==> config.mk <==
export PLATFORM = sky130hd
export DESIGN_NAME = adcacw_ctrl
export DESIGN_NICKNAME = d
export VERILOG_FILES = /design/src/pkg/adcacw_pkg.sv /design/src/verilog/adcacw_ctrl.sv /design/src/verilog/adcacw_sample_clock_divide_value.sv
export SDC_FILE = /design/constraint.sdc
export NUM_CORES = 1
export LEC_CHECK = 0
export ABC_AREA = 1
export BUFFER_PORTS_ARGS = -buffer_cell sky130_fd_sc_hd__buf_2
export CORE_MARGIN = 4
export CORE_UTILIZATION = 51
export CTS_BUF_LIST = sky130_fd_sc_hd__clkbuf_4 sky130_fd_sc_hd__clkbuf_8
export CTS_CLUSTER_DIAMETER = 60
export CTS_CLUSTER_SIZE = 28
export DETAILED_ROUTE_END_ITERATION = 12
export PLACE_DENSITY = 0.66
export SLEW_MARGIN = 0
export SYNTH_ARGS = -nofsm -noshare
export SYNTH_HDL_FRONTEND = slang
export SYNTH_SLANG_ARGS = --single-unit
==> constraint.sdc <==
create_clock -name clk -period 1.7 [get_ports clk]
set_input_delay 0.17 -clock clk [delete_from_list [all_inputs] [get_ports clk]]
set_output_delay 0.17 -clock clk [all_outputs]
set_load 0.01 [all_outputs]
==> src/pkg/adcacw_pkg.sv <==
package adcacw_pkg;
  localparam int          WORD_W        = 32;
  localparam int          BYTE_W        = 8;
  // control word field positions
  localparam int          DIV_LSB       = 0;
  localparam int          DIV_W         = 4;
  localparam int          FLUSH_BIT     = 7;
  localparam int          CHAN_LSB      = 8;
  localparam int          CHAN_W        = 8;
  localparam int          LAMP_LSB      = 17;
  localparam int          LAMP_W        = 3;
  localparam int          EXTCLK_BIT    = 20;
  localparam int          MODE_LSB      = 21;
  localparam int          MODE_W        = 2;
  localparam int          ISYNC_BIT     = 23;
  localparam int          HALFPWR_BIT   = 24;
  localparam int          CONT_BIT      = 25;
  localparam int          POL_BIT       = 26;
  localparam int          ITRIG_BIT     = 27;
  localparam int          SWTRIG_BIT    = 28;
  localparam int          BLEN_LO_LSB   = 29;
  localparam int          BLEN_HI_BIT   = 16;
  localparam int          BLEN_W        = 4;
  // power-up value: div 15, all channels on, lamps 101, sw trigger 1
  localparam logic [31:0] CTRL_RESET    = 32'h100AFF0F;
  localparam logic [31:0] CTRL_USED     = 32'hFFFFFF8F;
  // clocking
  localparam int          REF_KHZ       = 37600;
  localparam int          BASE_DIV      = 2;
  localparam int          BURST_BASE_LG = 8;
  localparam int          CNT_W         = 24;
  localparam int          SYNC_CYCLES   = 4;
endpackage

==> src/verilog/adcacw_ctrl.sv <==
`timescale 1ns/100ps
// Summary of operation
// - flush bit 1 empties sample fifo and pulses a reset toward the receiver
// - channel enable 1 includes channel in fifo, 0 excludes; all default 1
// - external clock select 1 picks external clock, 0 divided reference; default 0
// - internal sync select 1 makes internal sync pulse, 0 uses sync input
// - polarity 1 active high or rising edge, 0 active low or falling
// - internal trigger select 1 routes internal trigger, 0 external; default external
// - software trigger level bit drives internal trigger, default 1
// - burst code 0 gives 256 samples, doubling per step up to 8M
// - burst code from bits 16,31,30,29; only used in burst capture
// - burst capture with external trigger starts on a trigger edge
// - continuous capture gates samples while trigger at active level
// - sync pulse makes all converters sample and update together
// - on-board clock is 18.8 MHz over divider plus one; default 15
// - burst plus internal trigger: each new control word received while idle starts one burst; a word received mid-burst ends it
// - internal sync at bit 23: one high sync pulse per received word
// - polarity at bit 26: 1 rising, 0 falling for external burst trigger
module adcacw_ctrl (
  input  wire logic        clk,
  input  wire logic        rst_n,
  input  wire logic [7:0]  port_data,
  input  wire logic        port_strobe,
  input  wire logic        ref_tick,
  input  wire logic        ext_clk_in,
  input  wire logic        sync_input,
  input  wire logic        trigger_jumper_pin,
  input  wire logic        sample_valid,
  output logic             adc_clk,
  output logic             adc_sync,
  output logic             fifo_flush,
  output logic             rx_reset,
  output logic [7:0]       channel_enable_bits,
  output logic             capture_gate,
  output logic             burst_start,
  output logic [2:0]       indicator_lamp_n,
  output logic [1:0]       adc_mode,
  output logic             adc_half_power
);
  typedef enum logic [2:0] {
    ADCACW_IDLE  = 3'b001,
    ADCACW_BURST = 3'b010,
    ADCACW_CONT  = 3'b100
  } adcacw_state_type;

  localparam int W = adcacw_pkg::WORD_W;

  // assemble burst length code from its scattered bits
  function automatic logic [adcacw_pkg::BLEN_W-1:0] burst_code(input logic [W-1:0] w);
    burst_code = {w[adcacw_pkg::BLEN_HI_BIT], w[adcacw_pkg::BLEN_LO_LSB +: adcacw_pkg::BLEN_W-1]};
  endfunction

  // synchronisers: first stage read only by second
  logic [2:0] s1_q;
  logic [2:0] s2_q;
  logic       ext_clk_s;
  logic       sync_s;
  logic       trig_s;
  always_ff @(posedge clk) begin
    if (!rst_n) begin
      s1_q <= '0;
      s2_q <= '0;
    end else begin
      s1_q <= {trigger_jumper_pin, sync_input, ext_clk_in};
      s2_q <= s1_q;
    end
  end
  assign ext_clk_s = s2_q[0];
  assign sync_s    = s2_q[1];
  assign trig_s    = s2_q[2];

  // byte assembly, low byte first; word committed only when the 4th byte lands
  logic [W-1:0] shift_q;
  logic [W-1:0] shift_d;
  logic [1:0]   bcnt_q;
  logic [1:0]   bcnt_d;
  logic [W-1:0] ctrl_q;
  logic [W-1:0] ctrl_d;
  logic         new_q;
  logic         new_d;
  always_comb begin
    shift_d = shift_q;
    bcnt_d  = bcnt_q;
    ctrl_d  = ctrl_q;
    new_d   = 1'b0;
    if (port_strobe) begin
      shift_d = {port_data, shift_q[W-1:adcacw_pkg::BYTE_W]};
      bcnt_d  = bcnt_q + 2'h1;
      if (bcnt_q == 2'h3) begin
        ctrl_d = {port_data, shift_q[W-1:adcacw_pkg::BYTE_W]} & adcacw_pkg::CTRL_USED;
        new_d  = 1'b1;
      end
    end
  end
  always_ff @(posedge clk) begin
    if (!rst_n) begin
      shift_q <= '0;
      bcnt_q  <= '0;
      ctrl_q  <= adcacw_pkg::CTRL_RESET;
      new_q   <= 1'b0;
    end else begin
      shift_q <= shift_d;
      bcnt_q  <= bcnt_d;
      ctrl_q  <= ctrl_d;
      new_q   <= new_d;
    end
  end

  logic cont_mode;
  logic pol;
  logic int_trig_sel;
  logic trig_raw;
  logic trig_act;
  assign cont_mode    = ctrl_q[adcacw_pkg::CONT_BIT];
  assign pol          = ctrl_q[adcacw_pkg::POL_BIT];
  assign int_trig_sel = ctrl_q[adcacw_pkg::ITRIG_BIT];
  // far end must match trigger type to mode; and
  assign trig_raw = int_trig_sel ? ctrl_q[adcacw_pkg::SWTRIG_BIT] : trig_s;
  assign trig_act = pol ? trig_raw : ~trig_raw;

  // on-board divided clock vs external clock
  logic div_clk;
  adcacw_sample_clock_divide_value #(
    .DIV_W(adcacw_pkg::DIV_W)
  ) u_div (
    .clk       (clk),
    .rst_n     (rst_n),
    .ref_tick  (ref_tick),
    .div_value (ctrl_q[adcacw_pkg::DIV_LSB +: adcacw_pkg::DIV_W]),
    .clk_out   (div_clk)
  );

  // capture state machine
  adcacw_state_type st_q;
  adcacw_state_type st_d;
  logic [adcacw_pkg::CNT_W-1:0] left_q;
  logic [adcacw_pkg::CNT_W-1:0] left_d;
  logic trig_prev_q;
  logic start_d;
  logic [adcacw_pkg::CNT_W-1:0] burst_len;
  assign burst_len = adcacw_pkg::CNT_W'(1) << (burst_code(ctrl_q) + adcacw_pkg::BURST_BASE_LG);

  always_comb begin
    st_d    = st_q;
    left_d  = left_q;
    start_d = 1'b0;
    case (st_q)
      ADCACW_IDLE: begin
        if (cont_mode) begin
          st_d = ADCACW_CONT;
        end else if ((int_trig_sel && new_q) || (!int_trig_sel && trig_act && !trig_prev_q)) begin
          st_d    = ADCACW_BURST;
          left_d  = burst_len;
          start_d = 1'b1;
        end
      end
      ADCACW_BURST: begin
        if (cont_mode || new_q) begin
          st_d = ADCACW_IDLE;
        end else if (sample_valid) begin
          left_d = left_q - adcacw_pkg::CNT_W'(1);
          if (left_q == adcacw_pkg::CNT_W'(1)) begin
            st_d = ADCACW_IDLE;
          end
        end
      end
      ADCACW_CONT: begin
        if (!cont_mode) begin
          st_d = ADCACW_IDLE;
        end
      end
      default: st_d = ADCACW_IDLE;
    endcase
  end

  // outputs, all registered
  logic [2:0] sync_cnt_q;
  logic [2:0] sync_cnt_d;
  logic       sync_d;
  logic       gate_d;
  always_comb begin
    sync_cnt_d = sync_cnt_q;
    if (new_q && ctrl_q[adcacw_pkg::ISYNC_BIT]) begin
      sync_cnt_d = 3'(adcacw_pkg::SYNC_CYCLES);
    end else if (sync_cnt_q != 3'h0) begin
      sync_cnt_d = sync_cnt_q - 3'h1;
    end
    // one pulse aligns all converters
    sync_d = ctrl_q[adcacw_pkg::ISYNC_BIT] ? (sync_cnt_q != 3'h0) : sync_s;
    gate_d = (st_q == ADCACW_CONT) ? trig_act : (st_q == ADCACW_BURST);
  end

  always_ff @(posedge clk) begin
    if (!rst_n) begin
      st_q                <= ADCACW_IDLE;
      left_q              <= '0;
      trig_prev_q         <= 1'b1;
      sync_cnt_q          <= '0;
      adc_clk             <= 1'b0;
      adc_sync            <= 1'b0;
      fifo_flush          <= 1'b0;
      rx_reset            <= 1'b0;
      channel_enable_bits <= 8'hFF;
      capture_gate        <= 1'b0;
      burst_start         <= 1'b0;
      indicator_lamp_n    <= 3'h5;
      adc_mode            <= 2'h0;
      adc_half_power      <= 1'b0;
    end else begin
      st_q                <= st_d;
      left_q              <= left_d;
      trig_prev_q         <= trig_act;
      sync_cnt_q          <= sync_cnt_d;
      adc_clk             <= ctrl_q[adcacw_pkg::EXTCLK_BIT] ? ext_clk_s : div_clk;
      adc_sync            <= sync_d;
      fifo_flush          <= new_q & ctrl_q[adcacw_pkg::FLUSH_BIT];
      rx_reset            <= new_q & ctrl_q[adcacw_pkg::FLUSH_BIT];
      channel_enable_bits <= ctrl_q[adcacw_pkg::CHAN_LSB +: adcacw_pkg::CHAN_W];
      capture_gate        <= gate_d;
      burst_start         <= start_d;
      indicator_lamp_n    <= ctrl_q[adcacw_pkg::LAMP_LSB +: adcacw_pkg::LAMP_W];
      adc_mode            <= ctrl_q[adcacw_pkg::MODE_LSB +: adcacw_pkg::MODE_W];
      adc_half_power      <= ctrl_q[adcacw_pkg::HALFPWR_BIT];
    end
  end

  a_flush_pulse: assert property (@(posedge clk) disable iff (!rst_n)
    new_q && ctrl_q[adcacw_pkg::FLUSH_BIT] |=> fifo_flush && rx_reset) else $error("flush missing");
  a_chan_follow: assert property (@(posedge clk) disable iff (!rst_n)
    ##1 channel_enable_bits == $past(ctrl_q[15:8])) else $error("channel enables wrong");
  a_int_burst: assert property (@(posedge clk) disable iff (!rst_n)
    st_q == ADCACW_IDLE && !cont_mode && int_trig_sel && new_q |=> st_q == ADCACW_BURST && burst_start)
    else $error("burst not started");
  a_sync_pulse: assert property (@(posedge clk) disable iff (!rst_n)
    new_q && ctrl_q[adcacw_pkg::ISYNC_BIT] ##1 ctrl_q[adcacw_pkg::ISYNC_BIT] |=> adc_sync)
    else $error("no sync pulse");
  a_cont_gate: assert property (@(posedge clk) disable iff (!rst_n)
    st_q == ADCACW_CONT |=> capture_gate == $past(trig_act)) else $error("gate mismatch");
  a_burst_len: assert property (@(posedge clk) disable iff (!rst_n)
    start_d |=> left_q == $past(burst_len)) else $error("burst length wrong");
  a_lamp_map: assert property (@(posedge clk) disable iff (!rst_n)
    ##1 indicator_lamp_n == $past(ctrl_q[19:17])) else $error("lamp mismatch");
  a_word_atomic: assert property (@(posedge clk) disable iff (!rst_n)
    !(port_strobe && bcnt_q == 2'h3) |=> $stable(ctrl_q)) else $error("word changed early");
endmodule

==> src/verilog/adcacw_sample_clock_divide_value.sv <==
`timescale 1ns/100ps
// divides the reference tick by BASE_DIV*(div+1) and produces a toggling sample clock enable level
module adcacw_sample_clock_divide_value #(
  parameter int DIV_W = 4
) (
  input  wire logic             clk,
  input  wire logic             rst_n,
  input  wire logic             ref_tick,
  input  wire logic [DIV_W-1:0] div_value,
  output logic                  clk_out
);
  logic [DIV_W-1:0] cnt_q;
  logic [DIV_W-1:0] cnt_d;
  logic             out_q;
  logic             out_d;

  always_comb begin
    cnt_d = cnt_q;
    out_d = out_q;
    if (ref_tick) begin
      if (cnt_q >= div_value) begin
        cnt_d = '0;
        out_d = ~out_q;
      end else begin
        cnt_d = cnt_q + {{(DIV_W-1){1'b0}}, 1'b1};
      end
    end
  end

  always_ff @(posedge clk) begin
    if (!rst_n) begin
      cnt_q <= '0;
      out_q <= 1'b0;
    end else begin
      cnt_q <= cnt_d;
      out_q <= out_d;
    end
  end

  assign clk_out = out_q;
endmodule

==> results.md, run 1 <==
- Status: finished, final reports clean
- Antenna Violating Nets Remaining: 0
- Largest area contributor in the netlist: dfxtp_1
- Clock tree sinks: 114
- Ys flop type: dfxtp_1
- Yosys cell types: 41
- Worst slew pin tran: 0.491 ns
- Post-Synthesis Cells: 693
- Clock Skew: 0.0144 ns
- Final HPWL DP: 8.28 mm
- Pleak: 2.88 nW
- Top Ports: 36
- Crit path from: left_q[0]$_SDFFE_PN0P_
- Clock Tree Buf Depth: 2
- Met1 Use GR: 26.4%
- Overall Power: 7.14 mW
- Post-synth EDFFs: 0
- Initial antenna violation count: 0
- Largest net degree at the start of global routing: 45
- Top post-synthesis cells by area: dfxtp_1 45%, nand2_1 10%, nor2_1 9.0%
- Die area: 11600 sq um
- Share of Yosys cell area claimed by the top area cell type: 45.0%
- Fmax: 634 MHz
- Max Fanout on Critical Path: 5
- Worst-path clk slew: 0.08 ns
- Seq/Total Area, Yosys: 45.0%
- Grt total ovfl: 0
- Compound-Gate Fraction of Synth Area: 11.5%
- Initial Utilization: 52.1%
- Gpl congestion: 0.905
- Period utilisation layout: 92.7%
- Nets: 767
- Vert. Die Dim: 108 microns
- Max Cap Viol: 0
- Worst skew pair latency: 0.43 ns
- Simple-Gate Fraction of Synth Area: 31.7%
- PD cells: 1200 nW/um^2
- Largest family of logic cells by synthesized area: simple AND/OR/NAND/NOR gates
- R2r startpoint: left_q[0]$_SDFFE_PN0P_
- Synthesized flop and latch total: 114
- Dpl ws: 0.0917 ns
- CTS tree: done
- Max-slew headroom: 67.3%
- Min-delay src: port_data[1]
- Cell Area, Synth: 5070 sq um
- Setup violators final: 0
- Yosys warning count: 0
- Final hold vios: 0
- M3 GR Usage: 4.86%
- DRC: 0
- Fin Hold WS: 0.0230 ns
- Starting DRT DRC Count: 190
- Setup ws final: 0.124 ns
- Peak supply drop: 0.000955 V
- Syn_nets: 720
- CP Capture Type: flip-flop
- Vias in the first global route: 4493
- Vias/cell: 5.12
- Pins Over Slew Limit: 0
- GRT Util Overall: 22.0%
- Post-synthesis mux area share: 0%
- WP data arrival: 1.91 ns
- H-tree depth: 4
- Area share of xor/xnor cells in the synthesized design: 0.691%
- Mean Syn Cell Area: 7.31 sq um
- Global-route wire length before repair: 20.5 mm
- Pre-Repair DR Iteration Count: 5
- Avg WL per Cell: 13.3 microns
- Ant diodes: 0
- Final core utilization: 61.4%
- Critical Path RT: 2.03 ns
- Inserted Clock Buffers: 17
- Die width: 108 microns
- Post-route setup TNS: 0 ns
- Adder-cell share of the synthesized area: 2.72%
- Grt peak-use layer: met2
- Most frequent cells in the layout: 138 x nand2_1, 121 x nor2_1, 114 x dfxtp_1, 69 x inv_1, 48 x nand3_1
- IO buf count: 35
- Core footprint: 9730 sq um
- Commonest non-fill, non-tap cell in the layout: nand2_1
- Vias: 4534
- Rows: 36
- Grt met2 use: 37.6%
- Area Overhead vs Synth: 17.8%
- Worst setup path category: reg -> reg
- Min Tclk post-route: 1.58 ns
- Root Buffer: clkbuf_8
- Worst hold path class: in -> reg
- Share of layout cells above drive strength 1: 16.3%
- Crit path launch type: flip-flop
- Async S/R FF share, synth: 0%
- Final wirelength: 11.8 mm
report_power, final:
part           switching (mW)  total [mW]  internal, mW
clock                    1.19        3.30          2.10
sequential             0.0874        2.89          2.80
combinational           0.609       0.956         0.347
cell usage after synthesis (5+ instances only):
| master | count |
|---|---|
| nor3_1 | 12 |
| dfxtp_1 | 114 |
| o21ai_0 | 40 |
| ha_1 | 11 |
| nor2_2 | 8 |
| or2_2 | 11 |
| inv_1 | 69 |
| nand2_2 | 6 |
| nand2_1 | 138 |
| nor2_1 | 122 |
| nand3_1 | 48 |
| clkbuf_1 | 12 |
| a22o_1 | 10 |
| inv_2 | 5 |
| a21oi_1 | 30 |
| buf_2 | 8 |
layout make-up:
cell class,instances,area (sq um)
Inverter,75,282
Sequential cell,114,2280
Timing Repair Buffer,54,343
Clock buffer,18,248
Multi-Input combinational cell,478,2380
Clock inverter,14,270
Tap cell,133,166
Fill cell,909,3760
per-stage QoR:
| step | instances | instance area [sq um] |
|---|---|---|
| 2_1_floorplan | 693 | 5070 |
| 3_3_place_gp | 848 | 5380 |
| 3_5_place_dp | 848 | 5380 |
| 4_1_cts | 885 | 5950 |
| 5_1_grt | 886 | 5970 |
| 6_report | 886 | 5970 |
kinds of logic after synthesis:
family	after synthesis
compound gates	100
xor+xnor	4
fa+ha+maj	11
buf+inv	101
flops	114
simple gates	363
flip-flops by register name, summed over array words and instances, names as in the netlist:
| name | count |
|---|---|
| bcnt_q | 2 |
| adc_half_power | 1 |
| left_q | 24 |
| new_q | 1 |
| channel_enable_bits | 8 |
| sync_cnt_q | 3 |
| adc_sync | 1 |
| u_div.clk_out | 1 |
| burst_start | 1 |
| indicator_lamp_n | 3 |
| trig_prev_q | 1 |
| s1_q | 3 |
| capture_gate | 1 |
| ctrl_q | 29 |
| st_q | 3 |
| adc_mode | 2 |
| shift_q | 21 |
| rx_reset | 1 |
| u_div.cnt_q | 4 |
| adc_clk | 1 |
| s2_q | 3 |
final timing paths:
check,cells past startpoint,slack [ns],endpoint
min,3,0.02,shift_q[25]$_SDFFE_PN0P_
max reg2reg,10,0.12,left_q[16]$_SDFFE_PN0P_
max,10,0.12,left_q[16]$_SDFFE_PN0P_
min reg2reg,2,0.42,s2_q[2]$_SDFF_PN0_
per-layer routing:
layer | up-vias | wire (microns)
met2 | 96 | 5710
met5 | - | 0
met1 | 2098 | 5230
met4 | 0 | 334
met3 | 27 | 537
li1 | 2313 | -
worst max-delay path, cell delays in order (launching register included):
cell and delay (ns):
dfxtp_1 0.34, inv_1 0.12, ha_2 0.23, nand2_1 0.12, nor2_4 0.17, buf_4 0.14
nand3_1 0.07, nand3_1 0.10, nand2_1 0.05, nor2_1 0.10, nor2_1 0.04
timing repair:
action / 4_1_cts / 5_1_grt
endpoints found under the hold margin: 5 / 0
buffers inserted: 0 / 1
hold buffers: 5 / 0
endpoints found under the setup margin: 0 / 13
resized for setup: 0 / 4
(Power assumes the default switching activity.)
==> run 2: changes to the inputs <==
--- a/config.mk
+++ b/config.mk
@@ -7,6 +7,7 @@
 export LEC_CHECK = 0
 export ABC_AREA = 1
 export BUFFER_PORTS_ARGS = -buffer_cell sky130_fd_sc_hd__buf_2
+export CAP_MARGIN = 20
 export CORE_MARGIN = 4
 export CORE_UTILIZATION = 51
 export CTS_BUF_LIST = sky130_fd_sc_hd__clkbuf_4 sky130_fd_sc_hd__clkbuf_8
==> constraint.sdc (replaced) <==
create_clock -name clk -period 1.68 [get_ports clk]
set_input_delay 0.168 -clock clk [delete_from_list [all_inputs] [get_ports clk]]
set_output_delay 0.168 -clock clk [all_outputs]
set_load 0.01 [all_outputs]
==> results.md, run 2 (same netlist as run 1, synthesis figures left out) <==
- Status: finished, final reports clean
- Clock Tree Buf Depth: 2 (unchanged)
- Critical path's largest stage delay: 0.36 ns (+0.02 ns)
- Max FFs per register: 29 (unchanged)
- Final core utilization: 60.1% (-1.3 points)
- Vert. Die Dim: 108 microns (unchanged)
- Clock power share: 38.5% (-7.7 points)
- Grt peak-use layer: met2
- Max stage delay cell, worst path: dfxtp_1
- Clock Skew: 0.0123 ns (-0.00214 ns)
- Pre-Repair DR Iteration Count: 5 (unchanged)
- Area Overhead vs Synth: 15.3%
- Grt met2 use: 38.5% (+0.93 points)
- Largest net degree at the start of global routing: 45 (unchanged)
- CP Capture Type: flip-flop
- Max Cap Viol: 0 (unchanged)
- Peak supply drop: 0.000829 V (-13%)
- Top Ports: 36 (unchanged)
- Avg WL per Cell: 13.3 microns (about the same)
- Max Fanout on Critical Path: 6 (+1)
- Fmax: 663 MHz (+4.5%)
- Critical Path RT: 2.02 ns (about the same)
- Commonest non-fill, non-tap cell in the layout: nand2_1
- Sequential power share: 46.2% (+5.8 points)
- CTS tree: done
- Worst slew pin tran: 0.488 ns (-0.00325 ns)
- Vias: 4503 (-0.68%)
- Min Tclk post-route: 1.51 ns (-0.0672 ns)
- Final wirelength: 11.8 mm (-0.20%)
- Rows: 36 (unchanged)
- Overall Power: 6.33 mW (-11%)
- Die width: 108 microns (unchanged)
- Net Sw Power: 1.86 mW (-1.3%)
- P_int: 4.46 mW (-15%)
- Most frequent cells in the layout: 138 x nand2_1, 120 x nor2_1, 114 x dfxtp_1, 68 x inv_1, 48 x nand3_1
- Nets: 766 (-0.13%)
- Share of layout cells above drive strength 1: 16.5% (+0.15 points)
- Gpl congestion: 0.906 (about the same)
- DRC: 0 (unchanged)
- CP bufs+invs: 0 (-2)
- Inserted Clock Buffers: 17 (unchanged)
- Worst skew pair latency: 0.44 ns (about the same)
- Post-route setup TNS: 0 ns (unchanged)
- Root Buffer: clkbuf_8
- Combinational group share of total power: 15.3% (+1.9 points)
- Pins Over Slew Limit: 0 (unchanged)
- Post-CTS Setup Bufs: 0 (unchanged)
- H-tree depth: 4 (unchanged)
- RSZ-0062 raised after global routing: false
- PD cells: 1080 nW/um^2 (-9.4%)
- Core footprint: 9730 sq um (unchanged)
- Final HPWL DP: 8.26 mm (-0.28%)
- M3 GR Usage: 6.24% (+1.4 points)
- Worst-path clk slew: 0.07 ns (about the same)
- WP data arrival: 1.85 ns (-0.06 ns)
- Grt total ovfl: 0 (unchanged)
- Setup violators final: 0 (unchanged)
- Vias in the first global route: 4577 (+1.9%)
- Most flop-heavy register: ctrl_q
- Met1 Use GR: 26.2% (-0.11 points)
- Fill cells: 931 (+2.4%)
- Clock tree sinks: 114 (unchanged)
- Critical path's top delay family: simple AND/OR/NAND/NOR gates
- Final hold vios: 0 (unchanged)
- GRT Util Overall: 22.7% (+0.67 points)
- Antenna Violating Nets Remaining: 0 (unchanged)
- CP most frequent cell: nor2_1
- Initial antenna violation count: 0 (unchanged)
- Worst setup path category: reg -> reg
- Worst hold path class: in -> reg
- Cells after DPL: 848 (unchanged)
- Pleak: 2.82 nW (-2.2%)
- Die area: 11600 sq um (unchanged)
- Starting DRT DRC Count: 168 (-12%)
- Switching share of power: 29.5% (+3.0 points)
- Crit path launch type: flip-flop
- IO buf count: 35 (unchanged)
- Global-route wire length before repair: 20.8 mm (+1.7%)
- Final std cells w/o fill: 885 (-0.11%)
- Initial Utilization: 52.1% (unchanged)
- Crit path cell chain: nor2_1, nand2_1, nor2_2, nand3_1, nor2_1, nor2_1, nor2_1, nor2_1
- Regs by FF count: ctrl_q: 29 flops, left_q: 24 flops, shift_q: 21 flops
- Max-slew headroom: 67.5% (+0.22 points)
- Vias/cell: 5.09 (-0.57%)
- Ant diodes: 0 (unchanged)
- Period utilisation layout: 89.8% (-2.9 points)
==> run 2: changes by cell type in the layout (fill, tap and decap cells not counted), sizes merged <==
cell	previous run	this run
clkinv	3	10
bufinv	7	1
inv	78	74
clkbuf	18	20
buf	49	48
clkinvlp	1	2
==> run 2: worst paths after layout <==
check / start / to / slack (ns) / cells after the start
worst max register to register: left_q[3]$_SDFFE_PN0P_ / left_q[21]$_SDFFE_PN0P_ / 0.17 / 8
worst min register to register: s1_q[2]$_SDFF_PN0_ / s2_q[2]$_SDFF_PN0_ / 0.42 / 2
worst min-delay path: port_data[3] / ctrl_q[27]$_SDFFE_PN0P_ / 0.02 / 3
worst max-delay path: left_q[3]$_SDFFE_PN0P_ / left_q[21]$_SDFFE_PN0P_ / 0.17 / 8
==> run 2: layout make-up <==
cell class / instances / area, sq um / share of cell area, %
clock buffer: 20 / 275 / 4.71
clock inverter: 12 / 109 / 1.86
inverter: 75 / 282 / 4.82
multi-input combinational: 478 / 2390 / 41.0
sequential: 114 / 2280 / 39.1
tap: 133 / 166 / 2.85
timing repair buffer: 53 / 335 / 5.74
==> run 2: power groups by stage <==
stage                     sequential [mW]  clock, mW  combinational [mW]
after floorplan                      2.96          0               0.722
after global placement               2.98          0               0.906
after detailed placement             2.98          0               0.936
after CTS                            2.92       2.49               0.949
after global routing                 2.94       2.62                1.12
final                                2.92       2.44               0.965
==> run 2: stage by stage <==
step	area (sq um)	hold slack (ns)	setup WS, ns
after floorplan	5070	0.266	0.306
after detailed placement	5380	0.359	0.0663
after CTS	5810	0.00209	0.0646
final	5840	0.0199	0.171
after global placement	5380	0.356	0.149
after global routing	5840	0.0244	0.0141
==> run 2: routing by layer <==
layer | up-vias | share of wire [%]
met4 | 0 | 2.4
met2 | 96 | 48
met5 | - | 0
li1 | 2312 | -
met3 | 25 | 4.9
met1 | 2070 | 45
==> run 2: repair_timing <==
action	4_1_cts	5_1_grt
hold buffers	5	0
endpoints found under the hold margin	6	0
gates resized for setup	0	7
setup endpoints to repair	0	16
==> run 2: worst reg2reg max path: stages (launching register included) <==
cell     delay [ns]
dfxtp_1        0.36
nor2_1         0.21
nand2_1        0.11
nor2_2         0.28
nand3_1        0.15
nor2_1         0.12
nor2_1         0.06
nor2_1         0.09
nor2_1         0.04
==> run 3: changes to the inputs <==
==> constraint.sdc (replaced) <==
create_clock -name clk -period 1.55 [get_ports clk]
set_input_delay 0.155 -clock clk [delete_from_list [all_inputs] [get_ports clk]]
set_output_delay 0.155 -clock clk [all_outputs]
set_load 0.01 [all_outputs]
==> results.md, run 3 (same netlist as run 1, synthesis figures left out) <==
- Initial antenna violation count: 0 (unchanged)
- Vias in the first global route: 4304 (-6.0%)
- CTS tree: done
- Max-slew headroom: 66.6% (-0.85 points)
- PD cells: 1230 nW/um^2 (+14%)
- Period utilisation layout: 93.0% (+3.2 points)
- Critical Path RT: 1.87 ns (-0.15 ns)
- Worst slew pin tran: 0.498 ns (+0.00973 ns)
- Gpl congestion: 0.924 (+2.0%)
- Rows: 36 (unchanged)
- Starting DRT DRC Count: 207 (+23%)
- Vert. Die Dim: 108 microns (unchanged)
- Peak supply drop: 0.000933 V (+13%)
- Setup violators final: 0 (unchanged)
- Initial Utilization: 52.1% (unchanged)
- CP Capture Type: flip-flop
- Max Cap Viol: 0 (unchanged)
- Fmax: 694 MHz (+4.7%)
- Antenna Violating Nets Remaining: 0 (unchanged)
- Most frequent cells in the layout: 137 x nand2_1, 115 x nor2_1, 111 x dfxtp_1, 69 x inv_1, 46 x nand3_1
- Max FFs per register: 29 (unchanged)
- Worst-path clk slew: 0.07 ns (about the same)
- Inserted Clock Buffers: 17 (unchanged)
- Vias: 4454 (-1.1%)
- Dpl ws: -0.0313 ns (-0.0976 ns)
- Clock Tree Buf Depth: 2 (unchanged)
- Max Fanout on Critical Path: 6 (unchanged)
- Commonest non-fill, non-tap cell in the layout: nand2_1
- Worst skew pair latency: 0.43 ns (about the same)
- Die area: 11600 sq um (unchanged)
- Core footprint: 9730 sq um (unchanged)
- GRT Util Overall: 21.7% (-0.97 points)
- Final HPWL DP: 7.99 mm (-3.3%)
- Area Overhead vs Synth: 18.1%
- Die width: 108 microns (unchanged)
- Pins Over Slew Limit: 0 (unchanged)
- Pleak: 2.87 nW (+2.0%)
- Ant diodes: 0 (unchanged)
- Status: finished, final reports clean
- Worst hold path class: in -> reg
- Worst setup path category: reg -> reg
- Vias/cell: 5.02 (-1.3%)
- Root Buffer: clkbuf_8
- Largest net degree at the start of global routing: 47 (+4.4%)
- Final wirelength: 11.5 mm (-2.2%)
- Pre-Repair DR Iteration Count: 4 (-1)
- Crit path launch type: flip-flop
- H-tree depth: 4 (unchanged)
- WP data arrival: 1.76 ns (-0.09 ns)
- Global-route wire length before repair: 20.0 mm (-3.9%)
- Final core utilization: 61.5% (+1.5 points)
- Grt total ovfl: 0 (unchanged)
- Final hold vios: 0 (unchanged)
- Setup ws final: 0.108 ns (-0.0624 ns)
- Most flop-heavy register: ctrl_q
- Min Tclk post-route: 1.44 ns (-0.0676 ns)
- Clock tree sinks: 114 (unchanged)
- Share of layout cells above drive strength 1: 17.9% (+1.4 points)
- Avg WL per Cell: 13.0 microns (-2.4%)
- DRC: 0 (unchanged)
- IO buf count: 35 (unchanged)
- Top Ports: 36 (unchanged)
- Nets: 769 (+0.39%)
- Regs by FF count: ctrl_q: 29 flops, left_q: 24 flops, shift_q: 21 flops
- RSZ-0062 raised after global routing: true
- Clock Skew: 0.00954 ns (-0.00277 ns)
[run 3: layout make-up]
cell class / instances / area, sq um
inverters: 75 / 284
multi-input cells: 478 / 2420
fillers: 925 / 3740
flip-flops and latches: 114 / 2290
clock inverters: 11 / 175
repair buffers: 56 / 378
well taps: 133 / 166
clock buffers: 20 / 275
[run 3: where the power goes]
part	switching (mW)	internal, mW
Sequential	0.0994	3.07
Combinational	0.667	0.395
Clock	1.25	1.88
Total	2.01	5.35
[run 3: per-stage QoR]
stage	std cells	area [sq um]	power, mW	setup TNS, ns	hold slack (ns)
2_1_floorplan	693	5070	3.99	0	0.253
3_3_place_gp	848	5380	4.20	0	0.338
3_5_place_dp	848	5380	4.23	-0.0313	0.344
4_1_cts	886	5910	7.38	0	0.0119
5_1_grt	887	5990	7.72	-0.0172	0.0122
6_report	887	5990	7.36	0	0.0408
[run 3: worst max-delay path, cell delays in order, from the launching register on]
cell	delay, ns
dfxtp_1	0.33
inv_1	0.08
ha_2	0.21
nand2_2	0.09
nor2_4	0.18
nand3_2	0.10
nand2_1	0.06
o21ai_0	0.07
nor2_1	0.15
nor2_2	0.05
[run 3: repair_timing]
action / in CTS / in global routing
hold endpoints to repair: 8 / 0
pin swaps: 0 / 3
hold buffers: 7 / 0
gates resized for setup: 2 / 24
endpoints found under the setup margin: 2 / 26
setup buffers: 0 / 1
[run 3: metal layers]
metal	GRT usage (%)	share of wire, %
met4	8.21	1.2
met1	25.6	44
met5	0	0
met2	37.9	50
met3	5.52	4.3
[run 3: path summary, 6_finish.rpt]
path	slack, ns	from	end	cells past startpoint
max	0.11	left_q[0]$_SDFFE_PN0P_	left_q[12]$_SDFFE_PN0P_	9
min reg2reg	0.43	s1_q[0]$_SDFF_PN0_	s2_q[0]$_SDFF_PN0_	2
max reg2reg	0.11	left_q[0]$_SDFFE_PN0P_	left_q[12]$_SDFFE_PN0P_	9
min	0.04	port_data[2]	shift_q[26]$_SDFFE_PN0P_	3
